`config.mk`:
```
export PLATFORM = sky130hd
export DESIGN_NAME = lpdc_director
export DESIGN_NICKNAME = d
export VERILOG_FILES = /design/src/lpdc_pkg.sv /design/src/lpdc_pair_buf.sv /design/src/lpdc_director.sv
export VERILOG_INCLUDE_DIRS = /design/src
export SDC_FILE = /design/constraint.sdc
export NUM_CORES = 1
export LEC_CHECK = 0
export BUFFER_PORTS_ARGS = -buffer_cell sky130_fd_sc_hd__buf_2
export CORE_AREA = 2 2 78 80
export DETAILED_ROUTE_END_ITERATION = 8
export DIE_AREA = 0 0 80 82
export PLACE_DENSITY = 0.74
export SLEW_MARGIN = 20
export SYNTH_ARGS = -nofsm -noshare
export SYNTH_HDL_FRONTEND = slang
export SYNTH_SLANG_ARGS = --single-unit
```
`constraint.sdc`:
```
create_clock -name clk -period 2.3 [get_ports clk]
set_input_delay 0.115 -clock clk [delete_from_list [all_inputs] [get_ports clk]]
set_output_delay 0.115 -clock clk [all_outputs]
set_load 0.01 [all_outputs]
```
`src/lpdc_cfg.svh`:
```
`ifndef LPDC_CFG_SVH
`define LPDC_CFG_SVH

// command word (Q) field positions
`define LPDC_Q_CODE      0
`define LPDC_Q_MBZ       6
`define LPDC_Q_EQ_LSB    7
`define LPDC_Q_EQ_MSB    10
`define LPDC_Q_W_LSB     11
`define LPDC_Q_W_MSB     15

// director function bits (A)
`define LPDC_FN_CLRPRN   0
`define LPDC_FN_CLRINT   1
`define LPDC_FN_INTDATA  2
`define LPDC_FN_INTEOP   3
`define LPDC_FN_INTALRM  4
`define LPDC_FN_PRINT    5
`define LPDC_FN_ADT      6

// director status bits
`define LPDC_ST_READY    0
`define LPDC_ST_BUSY     1
`define LPDC_ST_INT      2
`define LPDC_ST_DATA     3
`define LPDC_ST_EOP      4
`define LPDC_ST_ALARM    5
`define LPDC_ST_ERROR    6
`define LPDC_ST_PROT     7

// widths and reset values
`define LPDC_WORD_W      16
`define LPDC_DATA_W      8
`define LPDC_WORD_RST    16'h0000
`define LPDC_DATA_RST    8'h00

// clear controller time
`define LPDC_CLK_NS      10
`define LPDC_CLR_NS      5000
`define LPDC_CLR_CYC     ((`LPDC_CLR_NS + `LPDC_CLK_NS - 1) / `LPDC_CLK_NS)
`define LPDC_CLR_W       10

`endif

```
`src/lpdc_pkg.sv`:
```
package lpdc_pkg;

  // one channel request: strobes, protect bit, Q and A words
  typedef struct packed {
    logic        wr;
    logic        rd;
    logic        prot;
    logic [15:0] q;
    logic [15:0] a;
  } lpdc_chan_type;

  // printer-side condition lines
  typedef struct packed {
    logic supplyOk;
    logic fuseOk;
    logic paperOk;
    logic gateOk;
    logic motionFault;
    logic imageVar;
    logic imageOk;
    logic loadLamp;
    logic motionBusy;
    logic canAccept;
    logic lineDone;
    logic opDone;
    logic malfunction;
    logic parityErr;
    logic syncErr;
    logic cmpErr;
  } lpdc_prn_type;

  typedef enum logic [1:0] {IDLE, PRINT, CLEARING} lpdc_state_type;

endpackage

```
`src/lpdc_pair_buf.sv`:
```
`timescale 1ns/10ps
`include "lpdc_cfg.svh"

module lpdc_pair_buf (
  input  wire logic                    clk,
  input  wire logic                    reset,
  input  wire logic                    inValid,
  output logic                         inReady,
  input  wire logic [`LPDC_DATA_W-1:0] inData,
  output logic                         outValid,
  input  wire logic                    outReady,
  output logic      [`LPDC_DATA_W-1:0] outData
);
  logic [1:0]              cnt_r;
  logic [`LPDC_DATA_W-1:0] head_r;
  logic [`LPDC_DATA_W-1:0] tail_r;
  logic                    push;
  logic                    pop;

  // honest full and empty from the fill count
  assign inReady  = (cnt_r != 2'h2);
  assign outValid = (cnt_r != 2'h0);
  assign outData  = head_r;
  assign push     = inValid & inReady;
  assign pop      = outValid & outReady;

  // fill count
  always_ff @(posedge clk) begin
    if (reset) begin
      cnt_r <= 2'h0;
    end else if (push && !pop) begin
      cnt_r <= cnt_r + 2'h1;
    end else if (pop && !push) begin
      cnt_r <= cnt_r - 2'h1;
    end
  end

  // head slot drives the output data directly
  always_ff @(posedge clk) begin
    if (reset) begin
      head_r <= `LPDC_DATA_RST;
    end else if (pop) begin
      if (cnt_r == 2'h2) begin
        head_r <= tail_r;
      end else if (push) begin
        head_r <= inData;
      end
    end else if (push && cnt_r == 2'h0) begin
      head_r <= inData;
    end
  end

  // second slot catches a word while the head waits
  always_ff @(posedge clk) begin
    if (reset) begin
      tail_r <= `LPDC_DATA_RST;
    end else if (push && !pop && cnt_r == 2'h1) begin
      tail_r <= inData;
    end
  end
endmodule

```
`src/lpdc_director.sv`:
```
`timescale 1ns/10ps
`include "lpdc_cfg.svh"

//Contract
// - clear-interrupts wipes requests; new enables still win
// - data interrupt enable, cleared by clears
// - data response withdrawn during transfer or print
// - no end-of-operation response for earlier completions
// - end-of-operation enable cleared by clears, re-armable
// - alarm response immediate if alarm already present
// - print cycle; data status zero throughout
// - auto transfer mode follows function bit six
// - stacked functions: clear first, then others
// - status read always answered with status word
// - ready needs supply, fuse, paper, gate, no motion fault and image good; malfunction not included
// - busy during print or paper motion
// - interrupt status bit set on any response
// - data status: printer can accept data
// - end-of-operation status set on completion, clearable
// - alarm clears only once cause has gone
// - basic variant error: parity, ready kept
// - image variant error: parity, sync, compare
// - protect status shows jumper fitted
// - clear printer wipes control, needs ready idle
// - command bit decodes operation; illegal read rejected
// - protect violation rejected except status read
// - data accepted only ready, idle, data set
module lpdc_director (
  input  wire logic                          clk,
  input  wire logic                          reset,
  input  lpdc_pkg::lpdc_chan_type            chanReq,
  input  wire logic [3:0]                    equipCode,
  input  wire logic                          protectJumper,
  input  lpdc_pkg::lpdc_prn_type             prnIn,
  output logic                               chanReply,
  output logic                               chanReject,
  output logic      [`LPDC_WORD_W-1:0]       chanRdData,
  output logic      [`LPDC_DATA_W-1:0]       prnData,
  output logic                               prnValid,
  input  wire logic                          prnReady,
  output logic                               printStart,
  output logic                               irqCommon,
  output logic                               irqAdt
);
  import lpdc_pkg::*;

  lpdc_state_type          state_r;
  logic [`LPDC_CLR_W-1:0]  clrCnt_r;
  logic [2:0]              en_r;
  logic                    eopRsp_r;
  logic                    eopStat_r;
  logic                    errStat_r;
  logic                    alarmStat_r;
  logic                    adt_r;
  logic                    xferHold_r;
  logic                    chanReply_r;
  logic                    chanReject_r;
  logic                    printStart_r;
  logic [`LPDC_WORD_W-1:0] rdData_r;
  logic [`LPDC_WORD_W-1:0] statVec;
  logic                    hitWr;
  logic                    hitRd;
  logic                    codeBit;
  logic                    protViol;
  logic                    isStat;
  logic                    isFn;
  logic                    isData;
  logic                    accept;
  logic                    doClrPrn;
  logic                    clrInt;
  logic                    doPrint;
  logic                    clrEv;
  logic                    opEnd;
  logic                    ready;
  logic                    busy;
  logic                    dataStat;
  logic                    bufInReady;
  logic                    errCause;
  logic                    alarmCause;
  logic                    dataRsp;
  logic                    alarmRsp;
  logic                    anyRsp;

  // equipment match with the must-be-zero fields clear
  function automatic logic chanHit(input logic [15:0] q, input logic [3:0] code);
    chanHit = (q[`LPDC_Q_EQ_MSB:`LPDC_Q_EQ_LSB] == code)
            && (q[`LPDC_Q_W_MSB:`LPDC_Q_W_LSB] == 5'h00)
            && !q[`LPDC_Q_MBZ];
  endfunction

  // request decode
  assign hitWr    = chanReq.wr & chanHit(chanReq.q, equipCode);
  assign hitRd    = chanReq.rd & chanHit(chanReq.q, equipCode);
  assign codeBit  = chanReq.q[`LPDC_Q_CODE];
  assign protViol = protectJumper & !chanReq.prot;
  assign isStat   = hitRd & codeBit;
  assign isFn     = hitWr & codeBit & !protViol;
  assign isData   = hitWr & !codeBit & !protViol & dataStat;
  assign accept   = isStat | isFn | isData;

  // function strobes; a clear acts first, stacked bits after
  assign doClrPrn = isFn & chanReq.a[`LPDC_FN_CLRPRN] & ready & !busy;
  assign clrInt   = isFn & (chanReq.a[`LPDC_FN_CLRINT] | doClrPrn);
  assign doPrint  = isFn & chanReq.a[`LPDC_FN_PRINT] & (state_r == IDLE);
  assign clrEv    = doClrPrn | isData | doPrint;

  // printer condition summary
  assign ready = prnIn.supplyOk & prnIn.fuseOk & prnIn.paperOk & prnIn.gateOk
               & !prnIn.motionFault
               & (!prnIn.imageVar | prnIn.imageOk | prnIn.loadLamp);
  assign busy  = (state_r == PRINT) | prnIn.motionBusy;
  assign opEnd = prnIn.opDone | ((state_r == PRINT) & prnIn.lineDone);

  // data status drops while printing, clearing or draining a transfer
  assign dataStat = ready & !busy & (state_r == IDLE) & prnIn.canAccept
                  & bufInReady & !xferHold_r;

  // error and alarm causes; an error wiped by a clear event no longer holds the alarm
  assign errCause   = prnIn.parityErr
                    | (prnIn.imageVar & (prnIn.syncErr | prnIn.cmpErr));
  assign alarmCause = errCause | (errStat_r & !clrEv) | prnIn.malfunction;

  // interrupt responses
  assign dataRsp  = en_r[0] & dataStat;
  assign alarmRsp = en_r[2] & alarmStat_r;
  assign anyRsp   = dataRsp | eopRsp_r | alarmRsp;

  // interrupt lines to the selection matrix
  assign irqCommon = anyRsp;
  assign irqAdt    = adt_r & dataRsp & !eopRsp_r & !alarmRsp;

  // status word as the host sees it
  always_comb begin
    statVec                 = `LPDC_WORD_RST;
    statVec[`LPDC_ST_READY] = ready;
    statVec[`LPDC_ST_BUSY]  = busy;
    statVec[`LPDC_ST_INT]   = anyRsp;
    statVec[`LPDC_ST_DATA]  = dataStat;
    statVec[`LPDC_ST_EOP]   = eopStat_r;
    statVec[`LPDC_ST_ALARM] = alarmStat_r;
    statVec[`LPDC_ST_ERROR] = errStat_r;
    statVec[`LPDC_ST_PROT]  = protectJumper;
  end

  // print and clear sequencing
  always_ff @(posedge clk) begin
    if (reset) begin
      state_r <= IDLE;
    end else begin
      case (state_r)
        IDLE: begin
          if (doPrint) begin
            state_r <= PRINT;
          end else if (doClrPrn) begin
            state_r <= CLEARING;
          end
        end
        PRINT: begin
          if (prnIn.lineDone) begin
            state_r <= IDLE;
          end
        end
        CLEARING: begin
          if (clrCnt_r == `LPDC_CLR_W'(`LPDC_CLR_CYC - 1)) begin
            state_r <= IDLE;
          end
        end
        default: state_r <= IDLE;
      endcase
    end
  end

  // clear duration counter
  always_ff @(posedge clk) begin
    if (reset || state_r != CLEARING) begin
      clrCnt_r <= '0;
    end else begin
      clrCnt_r <= clrCnt_r + `LPDC_CLR_W'(1);
    end
  end

  // one enable per source: data, end of operation, alarm
  genvar g;
  for (g = 0; g < 3; g++) begin : gEnable
    always_ff @(posedge clk) begin
      if (reset) begin
        en_r[g] <= 1'b0;
      end else if (isFn && chanReq.a[`LPDC_FN_INTDATA + g]) begin
        en_r[g] <= 1'b1;
      end else if (clrInt) begin
        en_r[g] <= 1'b0;
      end
    end
  end

  // end-of-operation response only for completions seen while enabled
  always_ff @(posedge clk) begin
    if (reset) begin
      eopRsp_r <= 1'b0;
    end else if (en_r[1] && opEnd) begin
      eopRsp_r <= 1'b1;
    end else if (clrInt) begin
      eopRsp_r <= 1'b0;
    end
  end

  // end-of-operation status
  always_ff @(posedge clk) begin
    if (reset) begin
      eopStat_r <= 1'b0;
    end else if (opEnd) begin
      eopStat_r <= 1'b1;
    end else if (clrEv) begin
      eopStat_r <= 1'b0;
    end
  end

  // error status; a new error beats a clear in the same cycle
  always_ff @(posedge clk) begin
    if (reset) begin
      errStat_r <= 1'b0;
    end else if (errCause) begin
      errStat_r <= 1'b1;
    end else if (clrEv) begin
      errStat_r <= 1'b0;
    end
  end

  // alarm holds while its cause stays
  always_ff @(posedge clk) begin
    if (reset) begin
      alarmStat_r <= 1'b0;
    end else begin
      alarmStat_r <= alarmCause | (alarmStat_r & !clrEv);
    end
  end

  // auto transfer mode follows every director function
  always_ff @(posedge clk) begin
    if (reset) begin
      adt_r <= 1'b0;
    end else if (isFn) begin
      adt_r <= chanReq.a[`LPDC_FN_ADT];
    end
  end

  // hold off data status until the buffer has drained
  always_ff @(posedge clk) begin
    if (reset) begin
      xferHold_r <= 1'b0;
    end else if (isData) begin
      xferHold_r <= 1'b1;
    end else if (!prnValid) begin
      xferHold_r <= 1'b0;
    end
  end

  // channel answers one cycle after the request
  always_ff @(posedge clk) begin
    if (reset) begin
      chanReply_r  <= 1'b0;
      chanReject_r <= 1'b0;
    end else begin
      chanReply_r  <= accept;
      chanReject_r <= (hitWr | hitRd) & !accept;
    end
  end

  // status word captured on a status read
  always_ff @(posedge clk) begin
    if (reset) begin
      rdData_r <= `LPDC_WORD_RST;
    end else if (isStat) begin
      rdData_r <= statVec;
    end
  end

  // print strobe to the printer
  always_ff @(posedge clk) begin
    if (reset) begin
      printStart_r <= 1'b0;
    end else begin
      printStart_r <= doPrint;
    end
  end

  assign chanReply  = chanReply_r;
  assign chanReject = chanReject_r;
  assign chanRdData = rdData_r;
  assign printStart = printStart_r;

  // two-entry buffer toward the printer absorbs its stalls
  lpdc_pair_buf uBuf (
    .clk      (clk),
    .reset    (reset),
    .inValid  (isData),
    .inReady  (bufInReady),
    .inData   (chanReq.a[`LPDC_DATA_W-1:0]),
    .outValid (prnValid),
    .outReady (prnReady),
    .outData  (prnData)
  );
endmodule

```
==> reports/summary.txt <==
status -> finished clean
Clock transition at path regs -> 0.09 ns
# rows -> 28
Post-DP Area -> 2840 um2
Setup TNS -> 0 ns
fillcell total -> 575
crit path capture -> uBuf.tail_r[7]
Synth top area share -> 0.409
Seq cells post-synth -> 50
Max-cap violations -> 0
crit path cell chain -> inv_1 -> ha_1 -> nor4b_2 -> nand4_1 -> nor3_1 -> ha_1 -> nand2_1 -> nand2_1 -> a21oi_1
Crit path largest cell delay -> 0.34 ns
fraction of layout cells with a size suffix above 1 -> 0.280
YS warnings -> 0
die area -> 6560 um2
largest net degree at the start of global routing -> 28
final WL -> 5.40 mm
FMAX -> 0.461 GHz
TritonRoute pass-1 iters -> 4
Die H -> 82 um
# setup viols final -> 0
post-route antenna net violation count -> 0
Clock Latency Late Sink -> 0.31 ns
Starting Density -> 0.426
Max-slew headroom -> 0.588
Die X -> 80 um
Worst path slowest cell -> dfxtp_1
dpl ws -> 0.0436 ns
Post-synth top cells -> dfxtp_1 (50), nor2_1 (41), nand2_1 (22)
routed wire length per instance -> 12.8 um
Clk pwr share -> 0.385
Gate Count Post-Synth -> 276
RSZ-0062 raised after global routing -> no
placed cell count -> 414
fin crit period -> 2.17 ns
Synth cell types -> 43
clock root cell -> clkbuf_8
area of the multi-input gates -> 1320 um2
critical path's top delay family -> simple AND/OR/NAND/NOR gates
TritonCTS clock tree -> yes
worst setup path startpoint -> uBuf.cnt_r[0]
clock sink count -> 50
via/cell ratio -> 4.95
first-pass GRT wire length -> 8.72 mm
sequential area share after synthesis -> 0.409
CP Capture Type -> flop
count leader, synth -> dfxtp_1
CP required -> 2.48 ns
Netlist Area Pre-Place -> 2450 um2
Internal -> 1.24 mW
H-tree levels -> 2
peak supply drop -> 0.245 mV
CP Class -> reg -> reg
critical path depth -> 9
IO buf count -> 67
data arrival time of the worst path -> 2.34 ns
routability cong. -> 0.798
# DRC -> 0
vias in the first global route -> 1914
flop2flop setup slack -> 0.13 ns
Logic pwr share -> 0.072
switching power -> 0.362 mW
core footprint -> 5750 um2
DRT iter0 DRCs -> 90
R2R cell count -> 9
Pleak -> 1.31 nW
initial antenna violation count -> 0
Max Root-Sink Buffers -> 2
grt total ovfl -> 0
Storage cell area -> 1000 um2
Pins Over Slew Limit -> 0
P&R area growth vs syn -> 20.6%
Post-synth EDFFs -> 0
Area contributors post-synth -> dfxtp_1 (41%), nor2_1 (6.3%), mux2i_1 (5.7%)
top-level I/O count -> 89
Hold Vio Cnt, Final -> 0
Flop pwr share -> 0.542
post-route insts no fill -> 422
area leader, netlist -> dfxtp_1
R2R Path End -> uBuf.tail_r[7]
Tot GR Track Use -> 0.170
via count -> 2090
design area -> 2950 um2
Fin Clk Skew -> 0.00762 ns
Async SR Flop Fraction -> 0
Inserted Diodes -> 0
Power Density -> 544 nW/um2
final layout net count -> 410
hold buffers post-CTS -> 0
Post-synth top flop -> dfxtp_1
dpl hpwl -> 4.06 mm
CTS buffer count -> 5
reg2reg start -> uBuf.cnt_r[0]
min setup slack post-route -> 0.132 ns
fin crit share -> 0.943
Worst-Margin Slew -> 0.613 ns
crit path buf inv count -> 1
worst-path maximum fanout -> 8
Hold Path Class -> in -> reg
CP Launch Type -> flop
Mean Syn Cell Area -> 8.87 um2
switch share -> 0.225
## routing by layer
layer	track usage	vias up	routed length [um]
met2	0.271	56	2510
met4	0.0508	0	71
li1	-	1071	-
met1	0.230	957	2560
met3	0.0374	6	257
met5	0	-	0
## state kept, by name, indices dropped and copies added (netlist names)
register / flops
alarmStat_r: 1
state_r: 2
chanRdData: 8
eopRsp_r: 1
uBuf.tail_r: 8
errStat_r: 1
printStart: 1
uBuf.cnt_r: 2
xferHold_r: 1
clrCnt_r: 10
adt_r: 1
en_r: 3
uBuf.outData: 8
eopStat_r: 1
chanReply: 1
chanReject: 1
## power by group through the flow
stage	sequential, mW	combinational [mW]	clock (mW)
global placement	0.892	0.113	0
finish	0.871	0.116	0.619
floorplan	0.891	0.0663	0
detailed placement	0.892	0.115	0
global route	0.872	0.129	0.673
CTS	0.872	0.116	0.635
## repair_timing
item	4_1_cts	5_1_grt
resized for setup	0	2
endpoints found under the setup margin	0	17
setup buffers	0	0
## worst min-delay path, stage by stage
cell	delay (ns)
buf_2	0.11
nand3_1	0.06
a21oi_1	0.05
## through the flow
stage | util | total power, mW | hold slack (ns)
2_1_floorplan | - | 0.957 | 0.255
5_1_grt | 0.514 | 1.67 | 0.0605
3_5_place_dp | 0.494 | 1.01 | 0.387
6_report | 0.514 | 1.61 | 0.0654
3_3_place_gp | 0.494 | 1.01 | 0.381
4_1_cts | 0.513 | 1.62 | 0.0577
## kinds of logic (layout without fill, tap and decap cells)
group	Yosys count	after routing	synth area share
AND/OR/NAND/NOR	120	120	0.243
flip-flops	50	50	0.409
AO/OA/AOI/OAI	36	36	0.0991
buffers and inverters	28	92	0.0659
multiplexers	22	22	0.106
XOR/XNOR	14	14	0.0501
adder cells (fa/ha/maj)	5	5	0.0255
other	1	8	0.00153
## layout make-up
type,count,area share
Timing Repair Buffer,75,0.134
Multi-Input combinational cell,205,0.447
Sequential cell,50,0.339
Clock inverter,2,0.0127
Tap cell,75,0.0318
Clock buffer,6,0.0246
Inverter,9,0.0114
## how the worst min path moves through the flow
| stage | end | start | depth (start not counted) | slack, ns |
|---|---|---|---|---|
| after global routing | uBuf.tail_r[7] | chanReq[7] | 3 | 0.06 |
| after floorplan | adt_r | chanReq[6] | 2 | 0.26 |
| after CTS | uBuf.tail_r[7] | chanReq[7] | 3 | 0.06 |
| after detailed placement | eopRsp_r | prnIn[4] | 3 | 0.39 |
| after global placement | eopRsp_r | prnIn[4] | 3 | 0.38 |
| final | uBuf.tail_r[2] | chanReq[2] | 3 | 0.07 |
## cells in the final DEF (no fill, tap or decap), types with 9 or more instances in the layout
cell	synthesis	layout
a21oi_1	12	12
buf_2	0	67
dfxtp_1	50	50
inv_1	9	9
mux2i_1	14	14
nand2_1	22	22
nand3_1	17	17
nor2_1	41	41
nor2b_1	12	12
Power figures use the tool's default switching activity.
